==> src/common/ept_pkg.sv <==
`default_nettype none
package ept_pkg;
  localparam int SAMPLE_W = 16;
  localparam int POWER_W  = SAMPLE_W + 1 + SAMPLE_W;
  localparam int ACC_W    = 48;
  localparam int IRQ_W    = 3;
  localparam int ADDR_W   = 12;

  // register byte offsets
  localparam logic [ADDR_W-1:0] REG_CTRL   = 12'h000;
  localparam logic [ADDR_W-1:0] REG_STATUS = 12'h004;
  localparam logic [ADDR_W-1:0] REG_MASK   = 12'h008;
  localparam logic [ADDR_W-1:0] REG_POWER  = 12'h00c;
  localparam logic [ADDR_W-1:0] REG_COUNT  = 12'h010;

  localparam int           CTRL_RUN_BIT = 0;
  localparam logic         CTRL_RUN_RST = 1'b1;
  localparam logic [IRQ_W-1:0] MASK_RST = 3'h0;

  // status and mask bit positions
  localparam int IRQ_CAL    = 0;
  localparam int IRQ_ENERGY = 1;
  localparam int IRQ_REV    = 2;

  // filter corner shifts
  localparam int HPF_SHIFT = 10;
  localparam int LPF_SHIFT = 14;

  // energy thresholds per rate select, calibration divides them down
  typedef logic [ACC_W-1:0] ept_acc_t;
  localparam ept_acc_t ENERGY_THR [4] = '{
    48'h0000_4000_0000_0000 >> 8,
    48'h0000_2000_0000_0000 >> 8,
    48'h0000_1000_0000_0000 >> 8,
    48'h0000_0800_0000_0000 >> 8
  };
  localparam int CAL_SHIFT_LO = 6;
  localparam int CAL_SHIFT_HI = 4;

  // pulse widths
  localparam int CLK_MHZ        = 100;
  localparam int CAL_PULSE_NS   = 1000;
  localparam int CAL_PULSE_CYC  = (CAL_PULSE_NS * CLK_MHZ) / 1000;
  localparam int ENERGY_PULSE_MS = 100;
  localparam int ENERGY_PULSE_CYC_DFLT = ENERGY_PULSE_MS * CLK_MHZ * 1000;

  typedef enum logic [1:0] {
    SEQ_IDLE = 2'b00,
    SEQ_A    = 2'b01,
    SEQ_GAP  = 2'b11,
    SEQ_B    = 2'b10
  } ept_seq_t;

  typedef struct packed {
    logic              psel;
    logic              penable;
    logic              pwrite;
    logic [ADDR_W-1:0] paddr;
    logic [31:0]       pwdata;
  } ept_apb_req_t;
endpackage
`default_nettype wire

==> src/hw/ept_core.sv <==
// The register offsets and the APB interface to the registers are this design's own decisions.
`default_nettype none
// Functional notes
// [RQ1] cal select level picks calibration pulse rate
// [RQ2] two rate selects pick one of four rates
// [RQ3] reverse flag high when real power negative
// [RQ4] reverse flag falls again on positive power
// [RQ5] reverse flag changes only with a calibration pulse
// [RQ6] calibration pulse uses short integration time
// [RQ7] energy pulses accumulate power over long interval
// [RQ8] energy pulses alternate for counter or stepper
// [RQ9] take 16-bit current and voltage samples
// [RQ10] current channel always high-pass filtered
// [RQ11] power is filtered current times voltage
// [RQ12] low-pass the product to get real power
// [RQ13] integrate real power into pulse frequency
// [RQ14] supply low keeps all pulse outputs inactive
// [RQ15] one clock; reset clears accumulators, outputs low
module ept_core #(
  parameter int unsigned ENERGY_PULSE_CYC = ept_pkg::ENERGY_PULSE_CYC_DFLT
) (
  input  wire logic                          clock_i,       // 100 MHz
  input  wire logic                          rst_b_i,       // async, low
  input  wire logic                          ce_i,          // clock enable
  input  wire logic                          supply_ok_i,   // supply >= 4 V
  input  wire logic signed [ept_pkg::SAMPLE_W-1:0] cur_sample_i, // current
  input  wire logic signed [ept_pkg::SAMPLE_W-1:0] volt_sample_i, // voltage
  input  wire logic                          sample_vld_i,  // sample strobe
  input  wire logic                          cal_rate_select_i,  // cal rate
  input  wire logic                          conv_rate_sel_hi_i, // rate msb
  input  wire logic                          conv_rate_sel_lo_i, // rate lsb
  input  wire ept_pkg::ept_apb_req_t         apb_i,         // apb request
  output logic [31:0]                        prdata_o,      // apb read data
  output logic                               pready_o,      // apb ready
  output logic                               pslverr_o,     // apb error
  output logic                               irq_o,         // interrupt
  output logic                               calibration_pulse_out_o, // cal
  output logic                               energy_pulse_a_o, // phase a
  output logic                               energy_pulse_b_o, // phase b
  output logic                               reverse_power_flag_o // rev
);
  import ept_pkg::*;

  localparam int ECW = $clog2(ENERGY_PULSE_CYC + 1);
  localparam int CCW = $clog2(CAL_PULSE_CYC + 1);
  localparam logic [ECW-1:0] E_LAST = ECW'(ENERGY_PULSE_CYC - 1);
  localparam logic [CCW-1:0] C_LAST = CCW'(CAL_PULSE_CYC - 1);

  logic rst_meta_q;
  logic rst_n_q;

  always_ff @(posedge clock_i or negedge rst_b_i)
  begin
    if (!rst_b_i)
    begin
      rst_meta_q <= 1'b0;
      rst_n_q    <= 1'b0;
    end
    else
    begin
      rst_meta_q <= 1'b1;
      rst_n_q    <= rst_meta_q;
    end
  end

  logic                       run_q;
  logic [IRQ_W-1:0]           sts_q;
  logic [IRQ_W-1:0]           mask_q;
  logic [31:0]                count_q;
  logic signed [POWER_W-1:0]  prod_q;
  logic                       prod_vld_q;
  logic                       lpf_vld_q;
  logic [CCW-1:0]             cal_cnt_q;
  logic [ECW-1:0]             e_cnt_q;
  logic                       pend_q;
  ept_seq_t                   seq_q;
  logic signed [SAMPLE_W-1:0] cur_lp;
  logic signed [POWER_W-1:0]  lpf_y;
  logic                       cal_fire;
  logic                       energy_fire;

  wire logic clr_w = !supply_ok_i || !run_q; // [RQ14]

  // dc estimate of the current channel, subtracted below
  ept_ema_filter #(.W(SAMPLE_W), .SHIFT(HPF_SHIFT)) u_hpf_dc (
    .clock_i (clock_i),
    .rst_n_i (rst_n_q),
    .ce_i    (ce_i),
    .clr_i   (clr_w),
    .en_i    (sample_vld_i), // [RQ9]
    .x_i     (cur_sample_i),
    .y_o     (cur_lp)
  );

  wire logic signed [SAMPLE_W:0] cur_hp_w =
    (SAMPLE_W+1)'(cur_sample_i) - (SAMPLE_W+1)'(cur_lp); // [RQ10]
  wire logic signed [POWER_W-1:0] prod_w =
    POWER_W'(cur_hp_w * volt_sample_i); // [RQ11]

  ept_ema_filter #(.W(POWER_W), .SHIFT(LPF_SHIFT)) u_lpf (
    .clock_i (clock_i),
    .rst_n_i (rst_n_q),
    .ce_i    (ce_i),
    .clr_i   (clr_w),
    .en_i    (prod_vld_q), // [RQ12]
    .x_i     (prod_q),
    .y_o     (lpf_y)
  );

  wire logic [1:0]  conv_sel_w   = {conv_rate_sel_hi_i, conv_rate_sel_lo_i};
  wire ept_acc_t    energy_thr_w = ENERGY_THR[conv_sel_w]; // [RQ2]
  // fewer energy units per pulse gives the faster calibration rate
  wire ept_acc_t    cal_thr_w    = cal_rate_select_i ?
    (energy_thr_w >> CAL_SHIFT_HI) : (energy_thr_w >> CAL_SHIFT_LO); // [RQ1]

  ept_dfc #(.PW(POWER_W), .AW(ACC_W)) u_cal_dfc (
    .clock_i (clock_i),
    .rst_n_i (rst_n_q),
    .ce_i    (ce_i),
    .clr_i   (clr_w),
    .step_i  (lpf_vld_q), // [RQ13]
    .power_i (lpf_y),
    .thr_i   (cal_thr_w), // [RQ6]
    .fire_o  (cal_fire)
  );

  ept_dfc #(.PW(POWER_W), .AW(ACC_W)) u_energy_dfc (
    .clock_i (clock_i),
    .rst_n_i (rst_n_q),
    .ce_i    (ce_i),
    .clr_i   (clr_w),
    .step_i  (lpf_vld_q), // [RQ13]
    .power_i (lpf_y),
    .thr_i   (energy_thr_w), // [RQ7]
    .fire_o  (energy_fire)
  );

  always_ff @(posedge clock_i or negedge rst_n_q)
  begin
    if (!rst_n_q)
    begin
      prod_q     <= '0;
      prod_vld_q <= 1'b0;
      lpf_vld_q  <= 1'b0;
    end
    else if (ce_i)
    begin
      prod_vld_q <= sample_vld_i && !clr_w;
      lpf_vld_q  <= prod_vld_q && !clr_w;
      if (sample_vld_i)
        prod_q <= prod_w;
    end
  end

  // calibration pulse and reverse flag share one update edge
  wire logic neg_w     = lpf_y[POWER_W-1];
  wire logic rev_chg_w = cal_fire && !clr_w && (neg_w != reverse_power_flag_o);

  always_ff @(posedge clock_i or negedge rst_n_q)
  begin
    if (!rst_n_q)
    begin
      calibration_pulse_out_o <= 1'b0; // [RQ15]
      cal_cnt_q               <= '0;
      reverse_power_flag_o    <= 1'b0;
    end
    else if (ce_i)
    begin
      if (clr_w)
      begin
        calibration_pulse_out_o <= 1'b0; // [RQ14]
        cal_cnt_q               <= '0;
      end
      else if (cal_fire)
      begin
        calibration_pulse_out_o <= 1'b1; // [RQ6]
        cal_cnt_q               <= C_LAST;
        reverse_power_flag_o    <= neg_w; // [RQ3] [RQ4] [RQ5]
      end
      else if (cal_cnt_q != '0)
        cal_cnt_q <= cal_cnt_q - 1'b1;
      else
        calibration_pulse_out_o <= 1'b0;
    end
  end

  // a and b alternate so a two-phase stepper advances one step per pulse;
  // one pulse that lands during a busy phase is held, not lost
  wire logic e_start_w = energy_fire || pend_q;

  always_ff @(posedge clock_i or negedge rst_n_q)
  begin
    if (!rst_n_q)
    begin
      seq_q            <= SEQ_IDLE;
      e_cnt_q          <= '0;
      pend_q           <= 1'b0;
      energy_pulse_a_o <= 1'b0;
      energy_pulse_b_o <= 1'b0;
    end
    else if (ce_i)
    begin
      if (clr_w)
      begin
        seq_q            <= SEQ_IDLE;
        pend_q           <= 1'b0;
        energy_pulse_a_o <= 1'b0; // [RQ14]
        energy_pulse_b_o <= 1'b0;
      end
      else
      begin
        case (seq_q)
          SEQ_IDLE:
            if (e_start_w)
            begin
              energy_pulse_a_o <= 1'b1; // [RQ8]
              e_cnt_q          <= E_LAST;
              pend_q           <= 1'b0;
              seq_q            <= SEQ_A;
            end
          SEQ_A:
          begin
            if (energy_fire)
              pend_q <= 1'b1;
            if (e_cnt_q == '0)
            begin
              energy_pulse_a_o <= 1'b0;
              seq_q            <= SEQ_GAP;
            end
            else
              e_cnt_q <= e_cnt_q - 1'b1;
          end
          SEQ_GAP:
            if (e_start_w)
            begin
              energy_pulse_b_o <= 1'b1; // [RQ8]
              e_cnt_q          <= E_LAST;
              pend_q           <= 1'b0;
              seq_q            <= SEQ_B;
            end
          SEQ_B:
          begin
            if (energy_fire)
              pend_q <= 1'b1;
            if (e_cnt_q == '0)
            begin
              energy_pulse_b_o <= 1'b0;
              seq_q            <= SEQ_IDLE;
            end
            else
              e_cnt_q <= e_cnt_q - 1'b1;
          end
          default:
            seq_q <= SEQ_IDLE;
        endcase
      end
    end
  end

  // apb slave: one wait state so read data leaves a flip-flop
  wire logic acc_w  = apb_i.psel && apb_i.penable;
  wire logic done_w = acc_w && pready_o;
  wire logic wr_w   = done_w && apb_i.pwrite;
  logic [31:0] rd_w;
  logic        hit_w;

  always_comb
  begin
    rd_w  = 32'h0000_0000;
    hit_w = 1'b1;
    if (apb_i.paddr == REG_CTRL)
      rd_w = {31'h0000_0000, run_q};
    else if (apb_i.paddr == REG_STATUS)
      rd_w = {29'h0000_0000, sts_q};
    else if (apb_i.paddr == REG_MASK)
      rd_w = {29'h0000_0000, mask_q};
    else if (apb_i.paddr == REG_POWER)
      rd_w = lpf_y[POWER_W-1 -: 32];
    else if (apb_i.paddr == REG_COUNT)
      rd_w = count_q;
    else
      hit_w = 1'b0;
  end

  wire logic [IRQ_W-1:0] ev_w = {rev_chg_w, energy_fire, cal_fire};
  wire logic [IRQ_W-1:0] w1c_w = (wr_w && apb_i.paddr == REG_STATUS) ?
    apb_i.pwdata[IRQ_W-1:0] : '0;

  always_ff @(posedge clock_i or negedge rst_n_q)
  begin
    if (!rst_n_q)
    begin
      pready_o  <= 1'b0;
      prdata_o  <= 32'h0000_0000;
      pslverr_o <= 1'b0;
      run_q     <= CTRL_RUN_RST;
      mask_q    <= MASK_RST;
      sts_q     <= '0;
      irq_o     <= 1'b0;
      count_q   <= 32'h0000_0000;
    end
    else if (ce_i)
    begin
      pready_o  <= acc_w && !pready_o;
      pslverr_o <= acc_w && !pready_o && !hit_w;
      if (acc_w && !pready_o && !apb_i.pwrite)
        prdata_o <= rd_w;
      if (wr_w && apb_i.paddr == REG_CTRL)
        run_q <= apb_i.pwdata[CTRL_RUN_BIT];
      if (wr_w && apb_i.paddr == REG_MASK)
        mask_q <= apb_i.pwdata[IRQ_W-1:0];
      // a new event outranks a clear in the same cycle
      sts_q   <= (sts_q & ~w1c_w) | ev_w;
      irq_o   <= |(sts_q & mask_q);
      if (energy_fire)
        count_q <= count_q + 32'h0000_0001;
    end
  end
endmodule
`default_nettype wire

==> src/hw/ept_dfc.sv <==
`default_nettype none
// digital-to-frequency converter: integrates |power| and fires per quantum
module ept_dfc #(
  parameter int PW = 33,
  parameter int AW = 48
) (
  input  wire logic                 clock_i, // core clock
  input  wire logic                 rst_n_i, // synchronised reset, low active
  input  wire logic                 ce_i,    // clock enable
  input  wire logic                 clr_i,   // synchronous clear
  input  wire logic                 step_i,  // accumulate this cycle
  input  wire logic signed [PW-1:0] power_i, // filtered real power
  input  wire logic [AW-1:0]        thr_i,   // energy per pulse
  output logic                      fire_o   // one-cycle pulse request
);
  logic [AW-1:0] acc_q;

  // negative power still meters energy; the sign goes to the reverse flag
  wire logic [PW-1:0] mag_w = power_i[PW-1] ? PW'(-power_i) : PW'(power_i);
  wire logic [AW-1:0] sum_w = acc_q + AW'(mag_w);
  wire logic          hit_w = step_i && (sum_w >= thr_i);

  always_ff @(posedge clock_i or negedge rst_n_i)
  begin
    if (!rst_n_i)
    begin
      acc_q  <= '0;
      fire_o <= 1'b0;
    end
    else if (ce_i)
    begin
      if (clr_i)
      begin
        acc_q  <= '0;
        fire_o <= 1'b0;
      end
      else
      begin
        fire_o <= hit_w;
        if (hit_w)
          acc_q <= sum_w - thr_i;
        else if (step_i)
          acc_q <= sum_w;
      end
    end
  end
endmodule
`default_nettype wire

==> src/hw/ept_ema_filter.sv <==
`default_nettype none
// first-order recursive low pass: y += (x - y) >>> SHIFT per enabled sample
module ept_ema_filter #(
  parameter int W     = 16,
  parameter int SHIFT = 8
) (
  input  wire logic                clock_i, // core clock
  input  wire logic                rst_n_i, // synchronised reset, low active
  input  wire logic                ce_i,    // clock enable
  input  wire logic                clr_i,   // synchronous clear
  input  wire logic                en_i,    // new sample strobe
  input  wire logic signed [W-1:0] x_i,     // sample in
  output logic signed [W-1:0]      y_o      // filtered value
);
  // one guard bit so the difference never wraps
  wire logic signed [W:0] diff_w = (W+1)'(x_i) - (W+1)'(y_o);
  wire logic signed [W:0] step_w = diff_w >>> SHIFT;
  wire logic signed [W:0] sum_w  = (W+1)'(y_o) + step_w;

  always_ff @(posedge clock_i or negedge rst_n_i)
  begin
    if (!rst_n_i)
      y_o <= '0;
    else if (ce_i)
    begin
      if (clr_i)
        y_o <= '0;
      else if (en_i)
        y_o <= sum_w[W-1:0];
    end
  end
endmodule
`default_nettype wire

==> config.mk <==
export PLATFORM = sky130hd
export DESIGN_NAME = ept_core
export DESIGN_NICKNAME = d
export VERILOG_FILES = /design/src/common/ept_pkg.sv /design/src/hw/ept_core.sv /design/src/hw/ept_dfc.sv /design/src/hw/ept_ema_filter.sv
export SDC_FILE = /design/constraint.sdc
export NUM_CORES = 2
export LEC_CHECK = 0
export BUFFER_PORTS_ARGS = -buffer_cell sky130_fd_sc_hd__buf_4
export CORE_MARGIN = 5
export CORE_UTILIZATION = 44
export DETAILED_ROUTE_END_ITERATION = 6
export SLEW_MARGIN = 20
export SYNTH_ARGS = -nofsm -noshare
export SYNTH_HDL_FRONTEND = slang
export SYNTH_SLANG_ARGS = --single-unit
==> constraint.sdc <==
create_clock -name clock_i -period 10.15 [get_ports clock_i]
set_input_delay 0.5075 -clock clock_i [delete_from_list [all_inputs] [get_ports clock_i]]
set_output_delay 0.5075 -clock clock_i [all_outputs]
set_load 0.005 [all_outputs]
==> key figures <==
Outcome
  – Result of the run: finished, final reports clean

Timing
  – Setup-violating endpoint count in the final report: 0
  – Post-route setup TNS: 0 ns
  – Worst-Margin Slew: 1.09 ns
  – Minimum hold slack: 0.178 ns
  – Max Clk Rate: 107 MHz
  – Final min period: 9.32 ns
  – Final critical-path share of the clock period: 0.918
  – Worst slew margin relative to its limit: 0.269
  – Number of max-slew violations in the final report: 0
  – Setup Skew: 0.0429 ns
  – Setup repair after global routing missed its margin: false
  – Fin. Hold Viols: 0

Run
  – Count of maximum capacitance violations: 0

Setup path
  – Crit path largest cell delay: 0.54 ns
  – Critical-path cell with the highest stage delay: fa_1
  – Length in cells of the worst reg-to-reg path: 34
  – CP required: 10.55 ns
  – Cell occurring most often along the worst timing path: fa_1
  – Worst reg2reg endpoint: prod_q[32]
  – Crit Path Class: flip-flop to flip-flop
  – Reg-to-reg critical path startpoint: u_hpf_dc.y_o[0]
  – Crit start category: flip-flop
  – Highest fanout seen on the critical path: 5
  – Worst setup path start: u_hpf_dc.y_o[0]
  – Critical Path End Type: flip-flop
  – WP data arrival: 9.73 ns
  – Flop-to-flop setup slack: 0.83 ns

Floorplan
  – Standard cell core area: 0.0732 mm^2
  – Initial Util: 0.445
  – Die W: 282 um
  – Area of the die: 0.0795 mm^2
  – Die Y: 282 um
  – Row Count: 99
  – # IOs: 126

Synth
  – Post-synth top flop: dfrtp_1
  – Synth warnings: 0
  – Biggest area contributors in the synthesized netlist: dfrtp_1 23%, fa_1 17%, ha_1 10%
  – Share of synthesized area occupied by flip-flops and latches: 0.228
  – Syn Inst Count: 3758
  – Proportion of netlist area held by the largest area contributor: 0.227
  – Post-synthesis net count: 4392
  – Async set-or-reset flop fraction in the synthesized netlist: 1.00
  – Total of flip-flops plus latches after synthesis: 296
  – Mean post-synth cell area: 8.66 um^2
  – Number of enable-type register cells in the synthesized netlist: 0
  – Post-Synthesis Cell Area: 0.0326 mm^2
  – Count of cell types in the netlist: 95
  – Library cell occupying the most area in the post-synthesis netlist: dfrtp_1

Routing
  – Routed wire per std cell: 17.6 um
  – Routed vias: 26021
  – Detailed router's first-iteration violation count: 1527
  – Pre-Repair DR Iteration Count: 6
  – Post-detailed-route via-to-cell ratio: 5.44
  – DRC viols: 0
  – Residual antenna-violating net count after detailed routing: 0
  – Final wirelength: 84300 um

Hold path
  – Hold path cells: 2
  – Worst hold-check path type: primary input to flip-flop
  – Capture endpoint of the worst hold path: mask_q[1]
  – Startpoint of the most critical hold path: apb_i[1]

Placement
  – Instance area after placement: 0.0342 mm^2
  – Post-DP HPWL: 66400 um
  – Port buffer count: 96
  – Last weighted congestion value of the routability-driven placer: 0.879

Cells and area
  – Number of antenna repair diodes: 0
  – Layout Area Growth over Synthesis: 9.29%
  – Fraction of layout cells with a size suffix above 1: 0.0669
  – Number of filler cells placed in the layout: 7104
  – Layout Cell Area excl Fill: 0.0356 mm^2
  – Commonest non-fill, non-tap cells in the layout: 460 x inv_1, 442 x nand2_1, 294 x dfrtp_1
  – Net count of the finished layout: 4430
  – Most common library cell in the layout ignoring fill and taps: inv_1

Global routing
  – Global router's overall resource usage: 0.212
  – Largest net degree at the start of global routing: 71
  – Final global-route overflow total: 0
  – Wire length of the first global-routing pass: 138000 um
  – Number of antenna violations at the first check in global routing: 0
  – Vias in the first global route: 25762

Clocking
  – Clock buffer depth: 3
  – Clock net sink count: 296
  – H-Tree Level Count: 2
  – Clock tree from TritonCTS: yes
  – Root Buffer Master: clkbuf_16
  – Later-pin clock latency in the skew report: 0.58 ns
  – CTS clock-pin slew for the worst setup and hold paths: 0.06 ns
  – Number of buffers created by CTS: 40

Power
  – Power density over the cells: 310 mW/mm^2
  – VDD IR-drop max: 0.469 mV
  – Static Leakage: 17.3 nW
  – Overall power after layout: 11.0 mW
==> per-layer routing <==
layer / up-vias / share of wire / GRT usage
met2: 444 / 0.47 / 0.358
met4: 0 / 0.021 / 0.0481
li1: 12767 / - / -
met5: - / 0 / 0
met1: 12711 / 0.47 / 0.300
met3: 99 / 0.035 / 0.0190
==> state kept, by name, summed over array words and instances, names as in the netlist, 2 cells and up <==
name	count
sts_q	3
e_cnt_q	24
cal_cnt_q	7
u_cal_dfc.acc_q	48
u_energy_dfc.acc_q	48
count_q	32
seq_q	2
mask_q	3
prod_q	33
prdata_o	32
u_lpf.y_o	33
u_hpf_dc.y_o	16
==> critical path, delay by kind of cell (launching register included) <==
kind	cells	cell delay, ns
flip-flops	1	0.42
AND/OR/NAND/NOR	7	0.90
AO/OA/AOI/OAI	13	3.13
XOR/XNOR	2	0.63
buffers and inverters	3	0.15
adder cells (fa/ha/maj)	9	3.94
==> what timing repair did <==
item,in CTS,in global routing
resized for setup,0,0
setup buffers,0,0
setup endpoints to repair,0,0
hold endpoints to repair,2,0
hold buffers,1,0
==> cells by family after synthesis <==
family,after synthesis,share of synthesized area
fa+ha+maj,547,0.276
simple gates,1170,0.176
other cells,1,0.000115
compound gates,823,0.162
mux,43,0.0139
xor+xnor,278,0.0748
flops,296,0.228
buf+inv,600,0.0701
==> where the power goes <==
part           total (mW)  switching (mW)  leakage [nW]  internal [mW]
Combinational        8.28            4.72          12.5           3.56
Clock                1.43           0.594         0.658          0.839
Sequential           1.32          0.0479          4.07           1.27
==> layout make-up <==
type | count | area, um^2 | share of cell area
Multi-Input combinational cell | 2862 | 22900 | 0.643
Sequential cell | 296 | 7410 | 0.208
Inverter | 461 | 1730 | 0.0486
Tap cell | 959 | 1200 | 0.0337
Clock buffer | 56 | 1130 | 0.0318
Timing Repair Buffer | 135 | 1020 | 0.0286
Clock inverter | 17 | 194 | 0.00545
==> cells in the mapped netlist (12+ instances only) <==
cell type	number
a211oi_1	13
a21boi_0	12
a21o_1	84
a21oi_1	171
a22o_1	48
a31oi_1	29
and2_1	115
and3_1	30
clkbuf_1	117
dfrtp_1	295
fa_1	283
ha_1	264
inv_1	460
mux2i_1	34
nand2_1	445
nand2b_1	53
nand3_1	82
nand4_1	47
nor2_1	170
nor2b_1	50
nor3_1	62
nor4_1	32
o21a_1	31
o21ai_0	262
o21bai_1	22
o22ai_1	12
o31ai_1	32
or3_1	27
xnor2_1	183
xor2_1	95
==> worst max path at each step <==
stage	slack, ns	endpoint	cells after the start
3_3_place_gp	0.81	prod_q[32]	36
2_1_floorplan	1.29	cal_cnt_q[0]	0
4_1_cts	0.85	prod_q[29]	37
5_1_grt	0.16	prod_q[29]	37
3_5_place_dp	0.72	prod_q[32]	36
6_report	0.83	prod_q[32]	34
==> metrics by stage <==
| stage | utilization | std cells | setup slack, ns |
|---|---|---|---|
| 2_1_floorplan | - | 3758 | 1.29 |
| 3_3_place_gp | 0.468 | 4712 | 0.811 |
| 3_5_place_dp | 0.468 | 4712 | 0.717 |
| 4_1_cts | 0.486 | 4786 | 0.852 |
| 5_1_grt | 0.486 | 4786 | 0.158 |
| 6_report | 0.486 | 4786 | 0.828 |
Power figures use the tool's default switching activity.
